## src/fss_defs.svh

```systemverilog
`ifndef FSS_DEFS_SVH
`define FSS_DEFS_SVH

// ****************************************
// Clock
// ****************************************
`define FSS_CLK_MHZ 100

// ****************************************
// Timing figures in their own units
// ****************************************
`define FSS_WD_PERIOD_MS 256
`define FSS_RST_PULSE_US 1000
`define FSS_BUS_IDLE_MS 8000
`define FSS_CLAMP_MS 100

// ****************************************
// Timing counts in core_clk cycles
// ****************************************
`define FSS_WD_PERIOD_CYC (`FSS_WD_PERIOD_MS * 1000 * `FSS_CLK_MHZ)
`define FSS_RST_PULSE_CYC (`FSS_RST_PULSE_US * `FSS_CLK_MHZ)
`define FSS_BUS_IDLE_CYC (`FSS_BUS_IDLE_MS * 1000 * `FSS_CLK_MHZ)
`define FSS_CLAMP_CYC (`FSS_CLAMP_MS * 1000 * `FSS_CLK_MHZ)

// ****************************************
// Field positions and values
// ****************************************
`define FSS_WDINIT_CRANK_BIT 0
`define FSS_WDINIT_SECOND_BIT 4
`define FSS_MISC_OVERRIDE_BIT 2
`define FSS_MISC_RESET 3'h0
`define FSS_FAIL_LIMIT 4'h8
`define FSS_CLEAR_CMD_A 16'hDD00
`define FSS_CLEAR_CMD_B 16'hDD80

`endif

```

## src/fss_pkg.sv

```systemverilog
package fss_pkg;

  // ****************************************
  // Operating modes
  // ****************************************
  typedef enum logic [2:0] {
    FSS_OFF = 3'h0,
    FSS_INIT_RESET = 3'h1,
    FSS_INIT = 3'h2,
    FSS_RESET = 3'h3,
    FSS_NORMAL_REQ = 3'h4,
    FSS_NORMAL = 3'h5,
    FSS_SAFE_OFF = 3'h6
  } fss_mode_t;

  // Safe mode codes, equal to the low two override bits
  typedef enum logic [1:0] {
    FSS_SAFE_B3 = 2'h0,
    FSS_SAFE_B2 = 2'h1,
    FSS_SAFE_B1 = 2'h2,
    FSS_SAFE_A = 2'h3
  } fss_safe_t;

  // ****************************************
  // Asynchronous pin and comparator levels
  // ****************************************
  typedef struct packed {
    logic batteryAboveOn;
    logic batteryPor;
    logic mcuSupplyLow;
    logic resetPinLevel;
    logic io1Level;
    logic canActivity;
    logic linWake;
    fss_safe_t debugStrapCode;
  } fss_pins_t;

  typedef struct packed {
    fss_pins_t stage1;
    fss_pins_t stage2;
  } fss_sync_t;

  typedef struct packed {
    logic [31:0] count;
  } fss_timer_t;

  typedef struct packed {
    fss_mode_t mode;
    logic vddEnable;
    logic resetOutN;
    logic safeOutN;
    logic safeState;
    logic io1WakeArmed;
    logic busIdle;
    logic batteryFailFlag;
    logic crankHold;
    logic secondPulse;
    logic [2:0] miscSel;
    fss_safe_t strapMode;
    logic [3:0] failCount;
    logic timerRestart;
  } fss_state_t;

endpackage

```

## src/fss_supervisor.sv

```systemverilog
`include "fss_defs.svh"

// Notes on behaviour
// - Crank hold bit is watchdog-init bit 0, resets to 0, set by write.
// - At power up the MCU regulator turns on above the battery on threshold.
// - Crank clear: supply stays on until reset; in reset, off below threshold.
// - Crank set: supply stays on until power-on reset, which sets battery fail.
// - While in the safe state the safe output is driven low.
// - Safe mode A keeps the MCU supply on until the failure recovers.
// - B1 drops supply after 8 s bus idle, B2 on I/O-1 low, B3 both.
// - Strap code is sampled on the move from init to normal mode.
// - Override codes 111/110/101/100 pick A/B1/B2/B3 and beat the strap.
// - Wake-up in safe state with supply off resumes through reset mode.
// - Safe output stays low after wake until a clear command arrives.
// - Watchdog failure drives safe low at first or second pulse, by bit 4.
// - Supply below reset threshold drops reset and safe in the same cycle.
// - Reset pin clamped low externally leads into the safe state.
// - Eight consecutive watchdog failures lead into the safe state.
// - Without refresh a 1 ms reset pulse follows every 256 ms period.
// - Recovery needs reset and supply lows cleared plus a correct refresh.
// - I/O-1 high wakes from safe state only if armed before entry.
module fss_supervisor import fss_pkg::*; #(
  parameter logic [31:0] WD_PERIOD_CYC = `FSS_WD_PERIOD_CYC,
  parameter logic [31:0] RST_PULSE_CYC = `FSS_RST_PULSE_CYC,
  parameter logic [31:0] BUS_IDLE_CYC = `FSS_BUS_IDLE_CYC,
  parameter logic [31:0] CLAMP_CYC = `FSS_CLAMP_CYC
) (
  // Clock and reset
  input wire logic core_clk,
  input wire logic reset,
  // Pins and comparators, asynchronous
  input wire fss_pins_t pinsAsync,
  // Host command side, same clock
  input wire logic wdInitWrite,
  input wire logic [7:0] wdInitData,
  input wire logic miscInitWrite,
  input wire logic [2:0] miscInitData,
  input wire logic wdRefreshOk,
  input wire logic spiCmdValid,
  input wire logic [15:0] spiCmd,
  input wire logic io1WakeEnable,
  input wire logic resetThresholdSel,
  input wire logic batteryFailClear,
  // Supply and pins
  output logic vddEnable,
  output logic resetPinOut,
  output logic resetPinOe,
  output logic safeOutN,
  output logic resetSupplyThreshold,
  // Status
  output logic batteryFailFlag,
  output logic safeStateActive,
  output fss_safe_t safeModeSel,
  output logic [3:0] failCount,
  output fss_mode_t deviceMode
);

  // ****************************************
  // Declarations
  // ****************************************
  fss_state_t r;
  fss_state_t next_r;
  fss_pins_t p;
  fss_safe_t effMode;
  logic operating;
  logic inReset;
  logic timerDone;
  logic busDone;
  logic clampDone;
  logic resetLowExt;
  logic recovered;
  logic clearCmd;
  logic wake;
  logic vddOffCond;
  logic enterSafe;
  logic [3:0] newCount;
  logic [31:0] timerLimit;

  // ****************************************
  // Input synchroniser and timers
  // ****************************************
  fss_sync u_sync (
    .core_clk(core_clk),
    .reset(reset),
    .pinsAsync(pinsAsync),
    .pinsSync(p)
  );

  // One timer serves both the refresh window and the reset pulse
  assign timerLimit = operating ? WD_PERIOD_CYC : RST_PULSE_CYC;

  fss_timer u_wd_timer (
    .core_clk(core_clk),
    .reset(reset),
    .restart(r.timerRestart || wdRefreshOk),
    .enable(operating || inReset),
    .limit(timerLimit),
    .done(timerDone)
  );

  // Bus idle span restarts on every sign of CAN traffic
  fss_timer u_bus_timer (
    .core_clk(core_clk),
    .reset(reset),
    .restart(p.canActivity),
    .enable(r.safeState && !r.busIdle),
    .limit(BUS_IDLE_CYC),
    .done(busDone)
  );

  // Reset pin clamp span; any release of the pin starts it over
  fss_timer u_clamp_timer (
    .core_clk(core_clk),
    .reset(reset),
    .restart(!resetLowExt),
    .enable(r.vddEnable && !r.safeState),
    .limit(CLAMP_CYC),
    .done(clampDone)
  );

  // ****************************************
  // Decoded conditions
  // ****************************************
  assign operating = (r.mode == FSS_INIT) || (r.mode == FSS_NORMAL_REQ) ||
    (r.mode == FSS_NORMAL);
  assign inReset = (r.mode == FSS_INIT_RESET) || (r.mode == FSS_RESET);
  // Override bits win over the strap code
  assign effMode = r.miscSel[`FSS_MISC_OVERRIDE_BIT] ?
    fss_safe_t'(r.miscSel[1:0]) : r.strapMode;
  // Pin low while we are not pulling it means someone else holds it
  assign resetLowExt = !p.resetPinLevel && r.resetOutN;
  assign recovered = !resetLowExt && !p.mcuSupplyLow && wdRefreshOk;
  assign clearCmd = spiCmdValid &&
    ((spiCmd == `FSS_CLEAR_CMD_A) || (spiCmd == `FSS_CLEAR_CMD_B));
  assign wake = p.canActivity || p.linWake || (p.io1Level && r.io1WakeArmed);
  assign enterSafe = clampDone;

  // Which external events let a B mode drop the supply
  always_comb begin
    vddOffCond = 1'b0;
    case (effMode)
      FSS_SAFE_B1: vddOffCond = r.busIdle;
      FSS_SAFE_B2: vddOffCond = !p.io1Level;
      FSS_SAFE_B3: vddOffCond = r.busIdle && !p.io1Level;
      default: vddOffCond = 1'b0;
    endcase
  end

  // Saturating count of back-to-back watchdog failures
  assign newCount = (r.failCount == `FSS_FAIL_LIMIT) ? r.failCount :
    r.failCount + 4'h1;

  // ****************************************
  // Next state
  // ****************************************
  always_comb begin
    next_r = r;
    next_r.timerRestart = 1'b0;
    // Configuration writes
    if (wdInitWrite) begin
      next_r.crankHold = wdInitData[`FSS_WDINIT_CRANK_BIT];
      next_r.secondPulse = wdInitData[`FSS_WDINIT_SECOND_BIT];
    end
    if (miscInitWrite) begin
      next_r.miscSel = miscInitData;
    end
    // Clears come first so that any set below wins in the same cycle
    if (clearCmd && !r.safeState) begin
      next_r.safeOutN = 1'b1;
    end
    if (batteryFailClear) begin
      next_r.batteryFailFlag = 1'b0;
    end
    if (wdRefreshOk) begin
      next_r.failCount = 4'h0;
    end
    // Mode sequencing
    case (r.mode)
      FSS_OFF: begin
        next_r.resetOutN = 1'b0;
        if (p.batteryAboveOn && !p.batteryPor) begin
          next_r.vddEnable = 1'b1;
          next_r.mode = FSS_INIT_RESET;
          next_r.timerRestart = 1'b1;
        end
      end
      FSS_INIT_RESET, FSS_RESET: begin
        next_r.resetOutN = 1'b0;
        if (!r.crankHold && !p.batteryAboveOn) begin
          next_r.vddEnable = 1'b0;
          next_r.mode = FSS_OFF;
        end else if (timerDone && !p.mcuSupplyLow) begin
          next_r.resetOutN = 1'b1;
          next_r.mode = (r.mode == FSS_INIT_RESET) ? FSS_INIT : FSS_NORMAL_REQ;
          next_r.timerRestart = 1'b1;
        end
      end
      FSS_INIT: begin
        if (wdRefreshOk) begin
          next_r.strapMode = p.debugStrapCode;
          next_r.mode = FSS_NORMAL;
        end
      end
      FSS_NORMAL_REQ: begin
        if (wdRefreshOk) begin
          next_r.mode = FSS_NORMAL;
        end
      end
      FSS_NORMAL: begin
        next_r.mode = FSS_NORMAL;
      end
      FSS_SAFE_OFF: begin
        next_r.vddEnable = 1'b0;
        next_r.resetOutN = 1'b0;
        if (wake) begin
          // Safe output stays low here; only the clear command frees it
          next_r.vddEnable = 1'b1;
          next_r.mode = FSS_RESET;
          next_r.safeState = 1'b0;
          next_r.failCount = 4'h0;
          next_r.timerRestart = 1'b1;
        end
      end
      default: begin
        next_r.mode = FSS_OFF;
        next_r.vddEnable = 1'b0;
      end
    endcase
    // Missed refresh: short reset pulse, then the window starts again
    if (operating && timerDone) begin
      next_r.mode = (r.mode == FSS_INIT) ? FSS_INIT_RESET : FSS_RESET;
      next_r.resetOutN = 1'b0;
      next_r.timerRestart = 1'b1;
      next_r.failCount = newCount;
      if (newCount == (r.secondPulse ? 4'h2 : 4'h1)) begin
        next_r.safeOutN = 1'b0;
      end
      if (newCount == `FSS_FAIL_LIMIT) begin
        next_r.safeState = 1'b1;
        next_r.safeOutN = 1'b0;
        next_r.io1WakeArmed = io1WakeEnable;
      end
    end
    // Supply under threshold takes priority over the watchdog
    if (operating && p.mcuSupplyLow) begin
      next_r.mode = FSS_RESET;
      next_r.resetOutN = 1'b0;
      next_r.safeOutN = 1'b0;
      next_r.timerRestart = 1'b1;
    end
    // External reset clamp
    if (enterSafe) begin
      next_r.safeState = 1'b1;
      next_r.safeOutN = 1'b0;
      next_r.io1WakeArmed = io1WakeEnable;
    end
    // Behaviour inside the safe state while the supply is still up
    if (r.safeState && (r.mode != FSS_SAFE_OFF)) begin
      next_r.safeOutN = 1'b0;
      if (recovered) begin
        next_r.safeState = 1'b0;
      end else if (vddOffCond) begin
        next_r.vddEnable = 1'b0;
        next_r.resetOutN = 1'b0;
        next_r.mode = FSS_SAFE_OFF;
      end
    end
    // Bus idle flag, held until traffic or safe exit
    if (p.canActivity || !r.safeState) begin
      next_r.busIdle = 1'b0;
    end else if (busDone) begin
      next_r.busIdle = 1'b1;
    end
    // Power-on reset always drops the supply; crank hold waits for it
    if (p.batteryPor) begin
      next_r.vddEnable = 1'b0;
      next_r.batteryFailFlag = 1'b1;
      next_r.resetOutN = 1'b0;
      next_r.mode = FSS_OFF;
      next_r.safeState = 1'b0;
    end
  end

  // ****************************************
  // State register
  // ****************************************
  always_ff @(posedge core_clk) begin
    if (reset) begin
      r <= '0;
      r.mode <= FSS_OFF;
      r.safeOutN <= 1'b1;
      r.crankHold <= 1'b0;
      r.miscSel <= `FSS_MISC_RESET;
      r.strapMode <= FSS_SAFE_A;
    end else begin
      r <= next_r;
    end
  end

  // ****************************************
  // Outputs
  // ****************************************
  assign vddEnable = r.vddEnable;
  assign resetPinOut = 1'b0; // Open drain: only ever pulls low
  assign resetPinOe = !r.resetOutN;
  assign safeOutN = r.safeOutN;
  assign resetSupplyThreshold = resetThresholdSel;
  assign batteryFailFlag = r.batteryFailFlag;
  assign safeStateActive = r.safeState;
  assign safeModeSel = effMode;
  assign failCount = r.failCount;
  assign deviceMode = r.mode;
endmodule

```

## src/fss_sync.sv

```systemverilog
module fss_sync import fss_pkg::*; (
  // Clock and reset
  input wire logic core_clk,
  input wire logic reset,
  // Levels
  input wire fss_pins_t pinsAsync,
  output fss_pins_t pinsSync
);

  fss_sync_t r;
  fss_sync_t next_r;

  // Two stages per bit; only the second stage is read outside
  always_comb begin
    next_r = r;
    next_r.stage1 = pinsAsync;
    next_r.stage2 = r.stage1;
  end

  always_ff @(posedge core_clk) begin
    if (reset) begin
      r <= '0;
    end else begin
      r <= next_r;
    end
  end

  assign pinsSync = r.stage2;

endmodule

```

## src/fss_timer.sv

```systemverilog
module fss_timer import fss_pkg::*; (
  // Clock and reset
  input wire logic core_clk,
  input wire logic reset,
  // Control
  input wire logic restart,
  input wire logic enable,
  input wire logic [31:0] limit,
  // Expiry
  output logic done
);

  fss_timer_t r;
  fss_timer_t next_r;

  // Pulse on the last cycle of the span; a restart always wins
  assign done = enable && !restart && (r.count == limit - 32'h0000_0001);

  // Count runs while enabled and wraps on expiry so spans repeat; a restart or disable clears it
  always_comb begin
    next_r = r;
    if (restart || !enable || done) begin
      next_r.count = 32'h0000_0000;
    end else begin
      next_r.count = r.count + 32'h0000_0001;
    end
  end

  always_ff @(posedge core_clk) begin
    if (reset) begin
      r <= '0;
    end else begin
      r <= next_r;
    end
  end

endmodule

```

## config.mk

```make
export PLATFORM = sky130hd
export DESIGN_NAME = fss_supervisor
export DESIGN_NICKNAME = d
export VERILOG_FILES = /design/src/fss_pkg.sv /design/src/fss_supervisor.sv /design/src/fss_sync.sv /design/src/fss_timer.sv
export VERILOG_INCLUDE_DIRS = /design/src
export SDC_FILE = /design/constraint.sdc
export NUM_CORES = 1
export LEC_CHECK = 0
export BUFFER_PORTS_ARGS = -buffer_cell sky130_fd_sc_hd__buf_2
export CAP_MARGIN = 20
export CORE_MARGIN = 5
export CORE_UTILIZATION = 35
export DETAILED_ROUTE_END_ITERATION = 6
export PLACE_DENSITY_LB_ADDON = 0.08
export SYNTH_ARGS = -nofsm -noshare
export SYNTH_HDL_FRONTEND = slang
export SYNTH_SLANG_ARGS = --single-unit
```

## constraint.sdc

```tcl
create_clock -name core_clk -period 2.2 [get_ports core_clk]
set_input_delay 0.55 -clock core_clk [delete_from_list [all_inputs] [get_ports core_clk]]
set_output_delay 0.55 -clock core_clk [all_outputs]
set_load 0.01 [all_outputs]
```

==> results.yml, run 1 <==
outcome:
  status: "completed"
global_routing:
  grt.overflow.total: 0
  grt_use_met2_pct: 23.2
  met1_usage_pct: 18.5
  grt_pass1_vias: 5009
  grt_util_all_layers_pct: 14.2
  antenna_found_initial: 0
  met3_usage_pct: 3.51
  grt_max_degree: 33
  grt-busiest-layer: "met2"
  grt_pass1_wl_mm: 24.1
synthesis:
  muxShareOfSynthArea_pct: 1.96
  yosys_warnings: 0
  syn_nets: 784
  synth_cell_types: 62
  synthXorXnorAreaFrac_pct: 12.6
  synth_edf_count: 0
  netlist.area_leader.share_pct: 43.1
  synth_area_per_cell_um2: 8.60
  synthCells: 734
  synthSimpleGateAreaFrac_pct: 31.1
  synth_top_cell_by_area: "dfxtp_1"
  netlist_area_mm2: 0.00631
  yosys_most_used_dff: "dfxtp_1"
  yosys-top-cells-area: "dfxtp_1 43%, nor2_1 8.4%, xor2_1 8.0%, xnor2_1 4.6%, nand3_1 3.1%"
  synth_compound_area_share_pct: 6.38
  synth_fa_ha_area_share_pct: 0.991
  yosysSeqAreaShare_pct: 43.1
  synthArstFlopShare_pct: 0
  ys_seq_elements: 136
  synth_top_family_by_area: "simple AND/OR/NAND/NOR gates"
cts:
  cts_max_level: 4
  cts_tree: "yes"
  cts_sinks: 136
  clockBufferDepth: 2
  postCtsSetupBuffers: 0
  cts_inserted_buffers: 17
  clockRootBuffer: "clkbuf_16"
  clock_latency_ns: 0.41
  clkTransAtPathRegs_ns: 0.06
timing:
  layout_min_cycle_time_ns: 2.10
  worst_pin_slew_ns: 0.639
  slew_violations: 0
  finalSetupViolCount: 0
  period_share_pct: 95.3
  tns_ns: 0
  fmax_ghz: 0.477
  finClkSkew_ns: 0.0100
  rsz0062_at_grt: "true"
  relSlewSlack_pct: 57.0
  hold_viol: 0
final_layout:
  stdcell_area_mm2: 0.00759
  fin_nets: 855
  layout-drive-gt1-share_pct: 16.9
  final_common_cell: "nor2_1"
  syn2layout_area_growth_pct: 20.2
  fill_cells: 1791
  n_antenna_cell: 0
  mostFrequentLayoutCells: "141 x nor2_1, 135 x dfxtp_1, 58 x xor2_1, 52 x nand2_1, 50 x buf_2"
  final_cells: 1047
  utilization_pct: 42.5
detailed_routing:
  viasPerCell: 4.91
  vias: 5141
  wl_per_cell_um: 13.5
  ant_nets: 0
  first_pass_iters: 4
  drtIter0Drc: 204
  drt_wl_total_mm: 14.1
  route.detailed.drc: 0
pwr:
  power_leakage_nw: 2.67
  ir_drop_uv: 521
  clockPowerShare_pct: 52.5
  p_sw_w: 0.00117
  power.density_mw_per_mm2: 726
  p_int_w: 0.00434
  p_comb_share_pct: 2.0
  switching_share_pct: 21.2
  seq_power_share_pct: 45.4
worst_setup_path:
  worstPathRequired_ns: 2.46
  cp.arrival_ns: 2.36
  path_class: "flop to flop"
  crit_path_start_kind: "flop"
  cp_slowest_stage_delay_ns: 0.43
  rr_startpoint: "u_wd_timer.r[1]"
  cp_cell_sequence: "ha_2 -> nand4_1 -> or3_4 -> nor4_4 -> and2_4 -> o2111a_1 -> a311oi_2"
  slowest_stage: "or3_4"
  cp-startpoint: "u_wd_timer.r[1]"
  worstPathMaxFanout: 5
  end_kind: "flop"
die:
  fp.coreArea_mm2: 0.0178
  ios: 61
  die_y_um: 144
  design.die.area_mm2: 0.0208
  die_x_um: 144
  rows: 49
  start_util_pct: 35.4
place:
  port_buffers: 50
  gp_congestion: 0.822
  placed_area_mm2: 0.00697
  placed_cells: 1015
  hpwl_mm: 10.4
min_path:
  holdCritPathClass: "input pin to flop"
  min_from: "pinsAsync[2]"
flow_run:
  drv_cap: 0
state kept, by name, summed over array words and instances (netlist names):
name             cells
u_sync.pinsSync      9
safeOutN             1
r                   11
safeStateActive      1
failCount            4
u_bus_timer.r       32
u_wd_timer.r        32
u_sync.next_r        9
vddEnable            1
u_clamp_timer.r     32
deviceMode           3
batteryFailFlag      1
cell usage after synthesis, types with 3 or more instances:
library cell    n
xor2_1         58
buf_4          11
and4_1          5
ha_1            5
nand3_1        39
nand3b_1        4
dfxtp_1       136
and2_1          7
nor4_1         12
buf_2           5
nor3_1         20
a21oi_1        17
nor2b_1        23
a211o_1         5
nor4_2          3
nor4b_1         6
or4_1           4
and3_1         15
or2_2           3
o21ai_0        10
xnor2_1        33
nand4b_1        4
inv_1          19
mux2i_1         9
nor2_1        141
nand4_1        25
and2_4          3
nand2_1        52
nand2b_1        5
mux2_2          3
clkbuf_1       14
layout make-up:
type | count | area, µm² | area share [%]
Multi-Input combinational cell | 548 | 3360 | 44.3
Sequential cell | 136 | 2730 | 35.9
Timing Repair Buffer | 83 | 536 | 7.06
Clock buffer | 18 | 429 | 5.66
Tap cell | 229 | 287 | 3.78
Clock inverter | 14 | 174 | 2.29
Inverter | 19 | 71.3 | 0.940
worst max-delay path: cells and delay by family (launching register included):
family / cells / cell delay (ns)
compound gates: 2 / 0.26
fa+ha+maj: 1 / 0.21
flops: 1 / 0.35
simple gates: 4 / 1.13
repair_timing:
item                                   4_1_cts  5_1_grt
hold buffers                                 0        0
endpoints found under the hold margin        0        0
setup endpoints to repair                    1        8
pin swaps                                    0        2
resized for setup                            1        4
gates cloned                                 0        0
stage by stage:
stage | hold slack (ns) | power, W | worst slack (ns)
floorplan | 0.412 | 0.00261 | 0.157
global placement | 0.419 | 0.00267 | -0.00775
detailed placement | 0.420 | 0.00267 | -0.0358
CTS | 0.324 | 0.00561 | 0.0424
global route | 0.329 | 0.00573 | -0.0168
finish | 0.347 | 0.00551 | 0.103
cell families (layout without fill, tap and decap cells):
| logic type | Yosys count | in the layout |
|---|---|---|
| buf+inv | 50 | 134 |
| other cells | 1 | 1 |
| fa+ha+maj | 5 | 5 |
| compound gates | 55 | 55 |
| simple gates | 384 | 384 |
| flops | 136 | 136 |
| mux | 12 | 12 |
| xor+xnor | 91 | 91 |
final timing paths:
kind / endpoint / slack (ns) / depth (start not counted)
setup / recovery: deviceMode[0] / 0.10 / 7
hold / removal: u_sync.next_r[2] / 0.35 / 2
setup reg to reg: deviceMode[0] / 0.10 / 7
hold reg to reg: u_sync.pinsSync[3] / 0.43 / 1
per-layer routing:
layer / up-vias / share of wire, %
li1: 2643 / -
met1: 2421 / 49
met2: 64 / 48
met3: 13 / 2.3
met4: 0 / 1.1
met5: - / 0
power groups by stage:
| stage | sequential (W) | combinational [W] | clock (W) |
|---|---|---|---|
| 2_1_floorplan | 0.00255 | 0.0000634 | 0 |
| 3_3_place_gp | 0.00256 | 0.000112 | 0 |
| 3_5_place_dp | 0.00256 | 0.000113 | 0 |
| 4_1_cts | 0.00250 | 0.000113 | 0.00300 |
| 5_1_grt | 0.00250 | 0.000124 | 0.00310 |
| 6_report | 0.00250 | 0.000113 | 0.00289 |
Power figures use the tool's default switching activity.
==> inputs of run 2 (changes only) <==
ABC_AREA = 1   (was unset)
==> run 2 against run 1 <==
Against the previous run: final cell count increased by 30%; clock skew increased by 0.0034 ns; worst hold slack lost 0.035 ns; maximum frequency grew 4.5%; register-to-register slack improved by 0.09 ns.
==> results.yml, run 2 <==
final_layout:
  layout-drive-gt1-share_pct: 16.8
  syn2layout_area_growth_pct: 18.0
  seq_area_mm2: 0.00273
  n_antenna_cell: 0
  fill_cells: 2193
  reg_top3: "u_bus_timer.r x32, u_clamp_timer.r x32, u_wd_timer.r x32"
  multi_input_area_mm2: 0.00367
  mostFrequentLayoutCells: "180 x nand2_1, 152 x nor2_1, 149 x inv_1, 134 x dfxtp_1"
  stdcell_area_mm2: 0.00834
  final_cells: 1362
  fin_nets: 1129
  final_common_cell: "nand2_1"
worst_setup_path:
  critPathTopFamily: "simple AND/OR/NAND/NOR gates"
  path_buf_inv: 1
  end_kind: "flop"
  rr_startpoint: "u_wd_timer.r[0]"
  slowest_stage: "dfxtp_4"
  cp_cell_sequence: "ha_4 -> nand2_2 -> nor2_4 -> inv_2 -> nor2_1 -> nand3_1 -> nor2_2 -> nand4_1 -> nor2_2 -> nand4_1 -> a21oi_1 -> nor2_1"
  reg2reg_depth: 12
  cp.depth: 12
  r2r_end: "r[14]"
  cp.arrival_ns: 2.34
  cp_slowest_stage_delay_ns: 0.37
  path_class: "flop to flop"
  r2r_slack_ns: 0.19
  crit_path_start_kind: "flop"
  worstPathMaxFanout: 4
  worstPathRequired_ns: 2.53
synthesis:
  yosys-top-cells-area: "dfxtp_1 39%, nand2_1 9.6%, nor2_1 8.3%, inv_1 7.9%, a21oi_1 3.5%"
  synthCells: 1013
  ys_seq_elements: 136
  yosysSeqAreaShare_pct: 38.5
  synth_cell_types: 50
  synth_edf_count: 0
  syn_nets: 1063
  synth_area_per_cell_um2: 6.98
  synth_top_cell_by_area: "dfxtp_1"
  netlist_area_mm2: 0.00707
  yosys_most_used_dff: "dfxtp_1"
  synth.top_cells.by_count: "181 x nand2_1, 156 x nor2_1, 149 x inv_1, 136 x dfxtp_1, 50 x a21oi_1"
  yosys_warnings: 0
  synthMostInstantiatedCell: "nand2_1"
  netlist.area_leader.share_pct: 38.5
  synthArstFlopShare_pct: 0
detailed_routing:
  ant_nets: 0
  route.detailed.drc: 0
  first_pass_iters: 5
  wl_per_cell_um: 12.5
  viasPerCell: 4.62
  drtIter0Drc: 361
  vias: 6294
  drt_wl_total_mm: 17.1
global_routing:
  grt_pass1_vias: 5987
  grt.overflow.total: 0
  grt-busiest-layer: "met2"
  grt_use_met2_pct: 23.8
  met3_usage_pct: 3.52
  grt_pass1_wl_mm: 29.2
  met1_usage_pct: 20.2
  antenna_found_initial: 0
  grt_max_degree: 32
  grt_util_all_layers_pct: 15.1
cts:
  cts_inserted_buffers: 17
  clockRootBuffer: "clkbuf_16"
  cts_sinks: 136
  cts_max_level: 4
  clkTransAtPathRegs_ns: 0.06
  clock_latency_ns: 0.43
  clockBufferDepth: 2
  cts_tree: "yes"
die:
  die_x_um: 152
  die_y_um: 152
  design.die.area_mm2: 0.0231
  start_util_pct: 35.3
  fp.coreArea_mm2: 0.0200
  ios: 61
  rows: 52
flow_run:
  drv_cap: 0
timing:
  rsz0062_at_grt: "true"
  finClkSkew_ns: 0.0134
  hold_viol: 0
  slew_violations: 0
  tns_ns: 0
  fmax_ghz: 0.498
  finalSetupViolCount: 0
  period_share_pct: 91.2
  layout_min_cycle_time_ns: 2.01
place:
  hpwl_mm: 13.0
  placed_area_mm2: 0.00772
  port_buffers: 50
  placed_cells: 1329
  gp_congestion: 0.805
min_path:
  hold_end: "u_sync.next_r[4]"
  min_from: "pinsAsync[4]"
  hold_depth: 3
  holdCritPathClass: "input pin to flop"
pwr:
  ir_drop_uv: 492
  power_leakage_nw: 3.07
  power.density_mw_per_mm2: 642
outcome:
  status: "completed"
## run 2: cell types whose count changed after synthesis, moves of 15 or more
| cell | delta |
|---|---|
| a21oi_1 | +33 |
| inv_1 | +130 |
| nand2_1 | +129 |
| nor2_1 | +15 |
| nor2b_1 | -23 |
| nor3_1 | +27 |
| o21ai_0 | +20 |
| xnor2_1 | -28 |
| xor2_1 | -35 |
## run 2: worst reg2reg max path, cell delays in order (launching register included)
cell and delay [ns]:
dfxtp_4 0.37, ha_4 0.14, nand2_2 0.07, nor2_4 0.15, inv_2 0.07, nor2_1 0.10
nand3_1 0.11, nor2_2 0.15, nand4_1 0.11, nor2_2 0.16, nand4_1 0.23, a21oi_1 0.20
nor2_1 0.06
## run 2: where the power goes
group          internal [W]  switching, W
clock network       0.00149       0.00125
logic             0.0000520     0.0000652
registers           0.00249     0.0000116
## run 2: per-layer routing
metal	up-vias	wire, µm
met5	-	0
met4	0	279
met3	23	661
met2	68	7690
met1	2803	8430
li1	3400	-
## run 2: cell type report
class | instances | area share (%)
Sequential cell | 136 | 32.7
Timing Repair Buffer | 71 | 5.49
Inverter | 156 | 7.02
Clock inverter | 15 | 1.58
Tap cell | 270 | 4.05
Multi-Input combinational cell | 697 | 44.1
Clock buffer | 17 | 5.10
## run 2: worst max-delay path by stage
stage | end | startpoint | slack, ns
final | r[14] | u_wd_timer.r[0] | 0.19
after global routing | u_clamp_timer.r[15] | u_clamp_timer.r[0] | -0.02
after CTS | deviceMode[1] | u_wd_timer.r[0] | 0.14
after detailed placement | r[14] | u_wd_timer.r[0] | 0.15
after global placement | deviceMode[1] | u_wd_timer.r[0] | 0.16
after floorplan | u_clamp_timer.r[2] | u_clamp_timer.r[0] | 0.47
## run 2: cells by family after synthesis
logic type	synth area share [%]
flip-flops	38.5
buffers and inverters	10.2
AND/OR/NAND/NOR	38.6
adder cells (fa/ha/maj)	0.885
XOR/XNOR	3.47
other	0.0530
AO/OA/AOI/OAI	8.25
## run 2: timing repair
action,4_1_cts,5_1_grt
resized for setup,0,14
hold buffers,0,0
buffers inserted,0,1
setup endpoints to repair,0,17
## run 2: metrics by stage
| step | power [W] | hold WS (ns) | util, % | setup slack (ns) |
|---|---|---|---|---|
| after detailed placement | 0.00267 | 0.393 | 38.5 | 0.149 |
| after global routing | 0.00557 | 0.310 | 41.6 | -0.0162 |
| after floorplan | 0.00261 | 0.388 | - | 0.470 |
| after CTS | 0.00545 | 0.293 | 41.3 | 0.145 |
| final | 0.00535 | 0.312 | 41.6 | 0.193 |
| after global placement | 0.00267 | 0.389 | 38.5 | 0.160 |
==> inputs of run 3 (changes only) <==
CTS_BUF_LIST = sky130_fd_sc_hd__clkbuf_8   (was unset)
==> run 3 against run 2 <==
Against the previous run: sequential cell count unchanged; routed wire length decreased by 0.35%; clock power decreased by 28%; global-route usage shrank 0.18 points; worst hold slack got worse by 0.021 ns; maximum frequency is 0.79% higher; highest routed layer unchanged; utilization decreased by 0.87 points; die area unchanged; final cell count rose by 0.15%.
==> results.yml, run 3 (same netlist as run 2, synthesis figures left out) <==
cts:
  cts_max_level: 4
  clockRootBuffer: "clkbuf_8"
  cts_inserted_buffers: 17
  clock_latency_ns: 0.46
  cts_sinks: 136
  clockBufferDepth: 2
  cts_tree: "yes"
  clkTransAtPathRegs_ns: 0.09
final_layout:
  final_common_cell: "nand2_1"
  syn2layout_area_growth_pct: 15.5
  fin_nets: 1131
  n_antenna_cell: 0
  mostFrequentLayoutCells: "180 x nand2_1, 152 x nor2_1, 149 x inv_1, 134 x dfxtp_1"
  utilization_pct: 40.8
  final_cells: 1364
  layout-drive-gt1-share_pct: 17.1
  reg_top3: "u_bus_timer.r x32, u_clamp_timer.r x32, u_wd_timer.r x32"
worst_setup_path:
  cp_slowest_stage_delay_ns: 0.37
  crit_path_start_kind: "flop"
  reg2reg_depth: 12
  cp.depth: 12
  slowest_stage: "dfxtp_2"
  cp.arrival_ns: 2.34
  cp_cell_sequence: "ha_4 -> nand2_2 -> nor2_4 -> inv_2 -> nor2_1 -> nand3_1 -> nor2_2 -> nand4_1 -> nor2_2 -> nand4_1 -> a21oi_1 -> nor2_1"
  worstPathRequired_ns: 2.55
  path_class: "flop to flop"
  path_buf_inv: 1
  worstPathMaxFanout: 4
  critPathTopFamily: "simple AND/OR/NAND/NOR gates"
  end_kind: "flop"
die:
  die_y_um: 152
  ios: 61
  rows: 52
  fp.coreArea_mm2: 0.0200
  die_x_um: 152
  start_util_pct: 35.3
  design.die.area_mm2: 0.0231
global_routing:
  grt.overflow.total: 0
  grt_pass1_vias: 5965
  grt_max_degree: 32
  grt_pass1_wl_mm: 29.0
  antenna_found_initial: 0
  grt_util_all_layers_pct: 14.9
place:
  hpwl_mm: 13.0
  placed_cells: 1329
  port_buffers: 50
  gp_congestion: 0.805
timing:
  slew_violations: 0
  hold_viol: 0
  finalSetupViolCount: 0
  finClkSkew_ns: 0.0175
  hold_ws_ns: 0.290
  rsz0062_at_grt: "true"
  fmax_ghz: 0.502
  layout_min_cycle_time_ns: 1.99
  period_share_pct: 90.5
min_path:
  holdCritPathClass: "input pin to flop"
  hold_depth: 3
detailed_routing:
  drt_wl_total_mm: 17.0
  viasPerCell: 4.61
  ant_nets: 0
  vias: 6286
  drtIter0Drc: 319
  route.detailed.drc: 0
  wl_per_cell_um: 12.5
  first_pass_iters: 5
pwr:
  clockPowerShare_pct: 43.0
  switching_share_pct: 26.7
  p_sw_w: 0.00122
  power_leakage_nw: 3.00
  seq_power_share_pct: 54.5
  p_int_w: 0.00336
  p_comb_share_pct: 2.6
  power.density_mw_per_mm2: 561
  ir_drop_uv: 310
outcome:
  status: "completed"
flow_run:
  drv_cap: 0
==> run 3: cell types whose count changed in the layout (fill, tap and decap cells not counted), sizes merged <==
cell,delta
buf,+2
==> run 3: cell type report <==
| cell class | count | area, µm² |
|---|---|---|
| Fill cell | 2217 | 11900 |
| Multi-Input combinational cell | 697 | 3680 |
| Sequential cell | 136 | 2730 |
| Inverter | 156 | 586 |
| Timing Repair Buffer | 73 | 473 |
| Tap cell | 270 | 338 |
| Clock buffer | 17 | 234 |
| Clock inverter | 15 | 131 |
==> run 3: path summary, 6_finish.rpt <==
kind	slack, ns	startpoint	to
max	0.21	u_wd_timer.r[0]	r[14]
max reg2reg	0.21	u_wd_timer.r[0]	r[14]
min	0.29	pinsAsync[4]	u_sync.next_r[4]
min reg2reg	0.40	u_sync.next_r[8]	u_sync.pinsSync[8]
==> run 3: timing repair <==
action | 4_1_cts | 5_1_grt
hold buffers | 0 | 0
endpoints found under the hold margin | 0 | 0
setup endpoints to repair | 0 | 18
buffers inserted | 0 | 3
resized for setup | 0 | 14
==> run 3: power groups by stage <==
stage               Clock (W)  Combinational (W)  Sequential [W]
CTS                   0.00206           0.000119         0.00250
global placement            0           0.000118         0.00255
floorplan                   0          0.0000634         0.00255
global route          0.00216           0.000136         0.00250
detailed placement          0           0.000119         0.00255
finish                0.00197           0.000118         0.00250
==> run 3: routing by layer <==
metal  wire [µm]  up-vias  GRT usage, %
met2        7660       65          23.8
met3         661       15          4.00
met5           0        -             0
li1            -     3399             -
met4         197        0          3.94
met1        8480     2807          20.0
==> run 3: worst min-delay path, delay by kind of cell <==
family | cells | cell delay [ns]
simple gates | 1 | 0.06
buf+inv | 2 | 0.10
==> run 3: stage by stage <==
stage          instance area, µm²  setup slack, ns  TNS (ns)  total power [W]
2_1_floorplan                7070            0.470         0          0.00261
3_3_place_gp                 7720            0.160         0          0.00267
3_5_place_dp                 7720            0.149         0          0.00267
4_1_cts                      8090            0.138         0          0.00467
5_1_grt                      8170         -0.00830   -0.0131          0.00480
6_report                     8170            0.209         0          0.00458
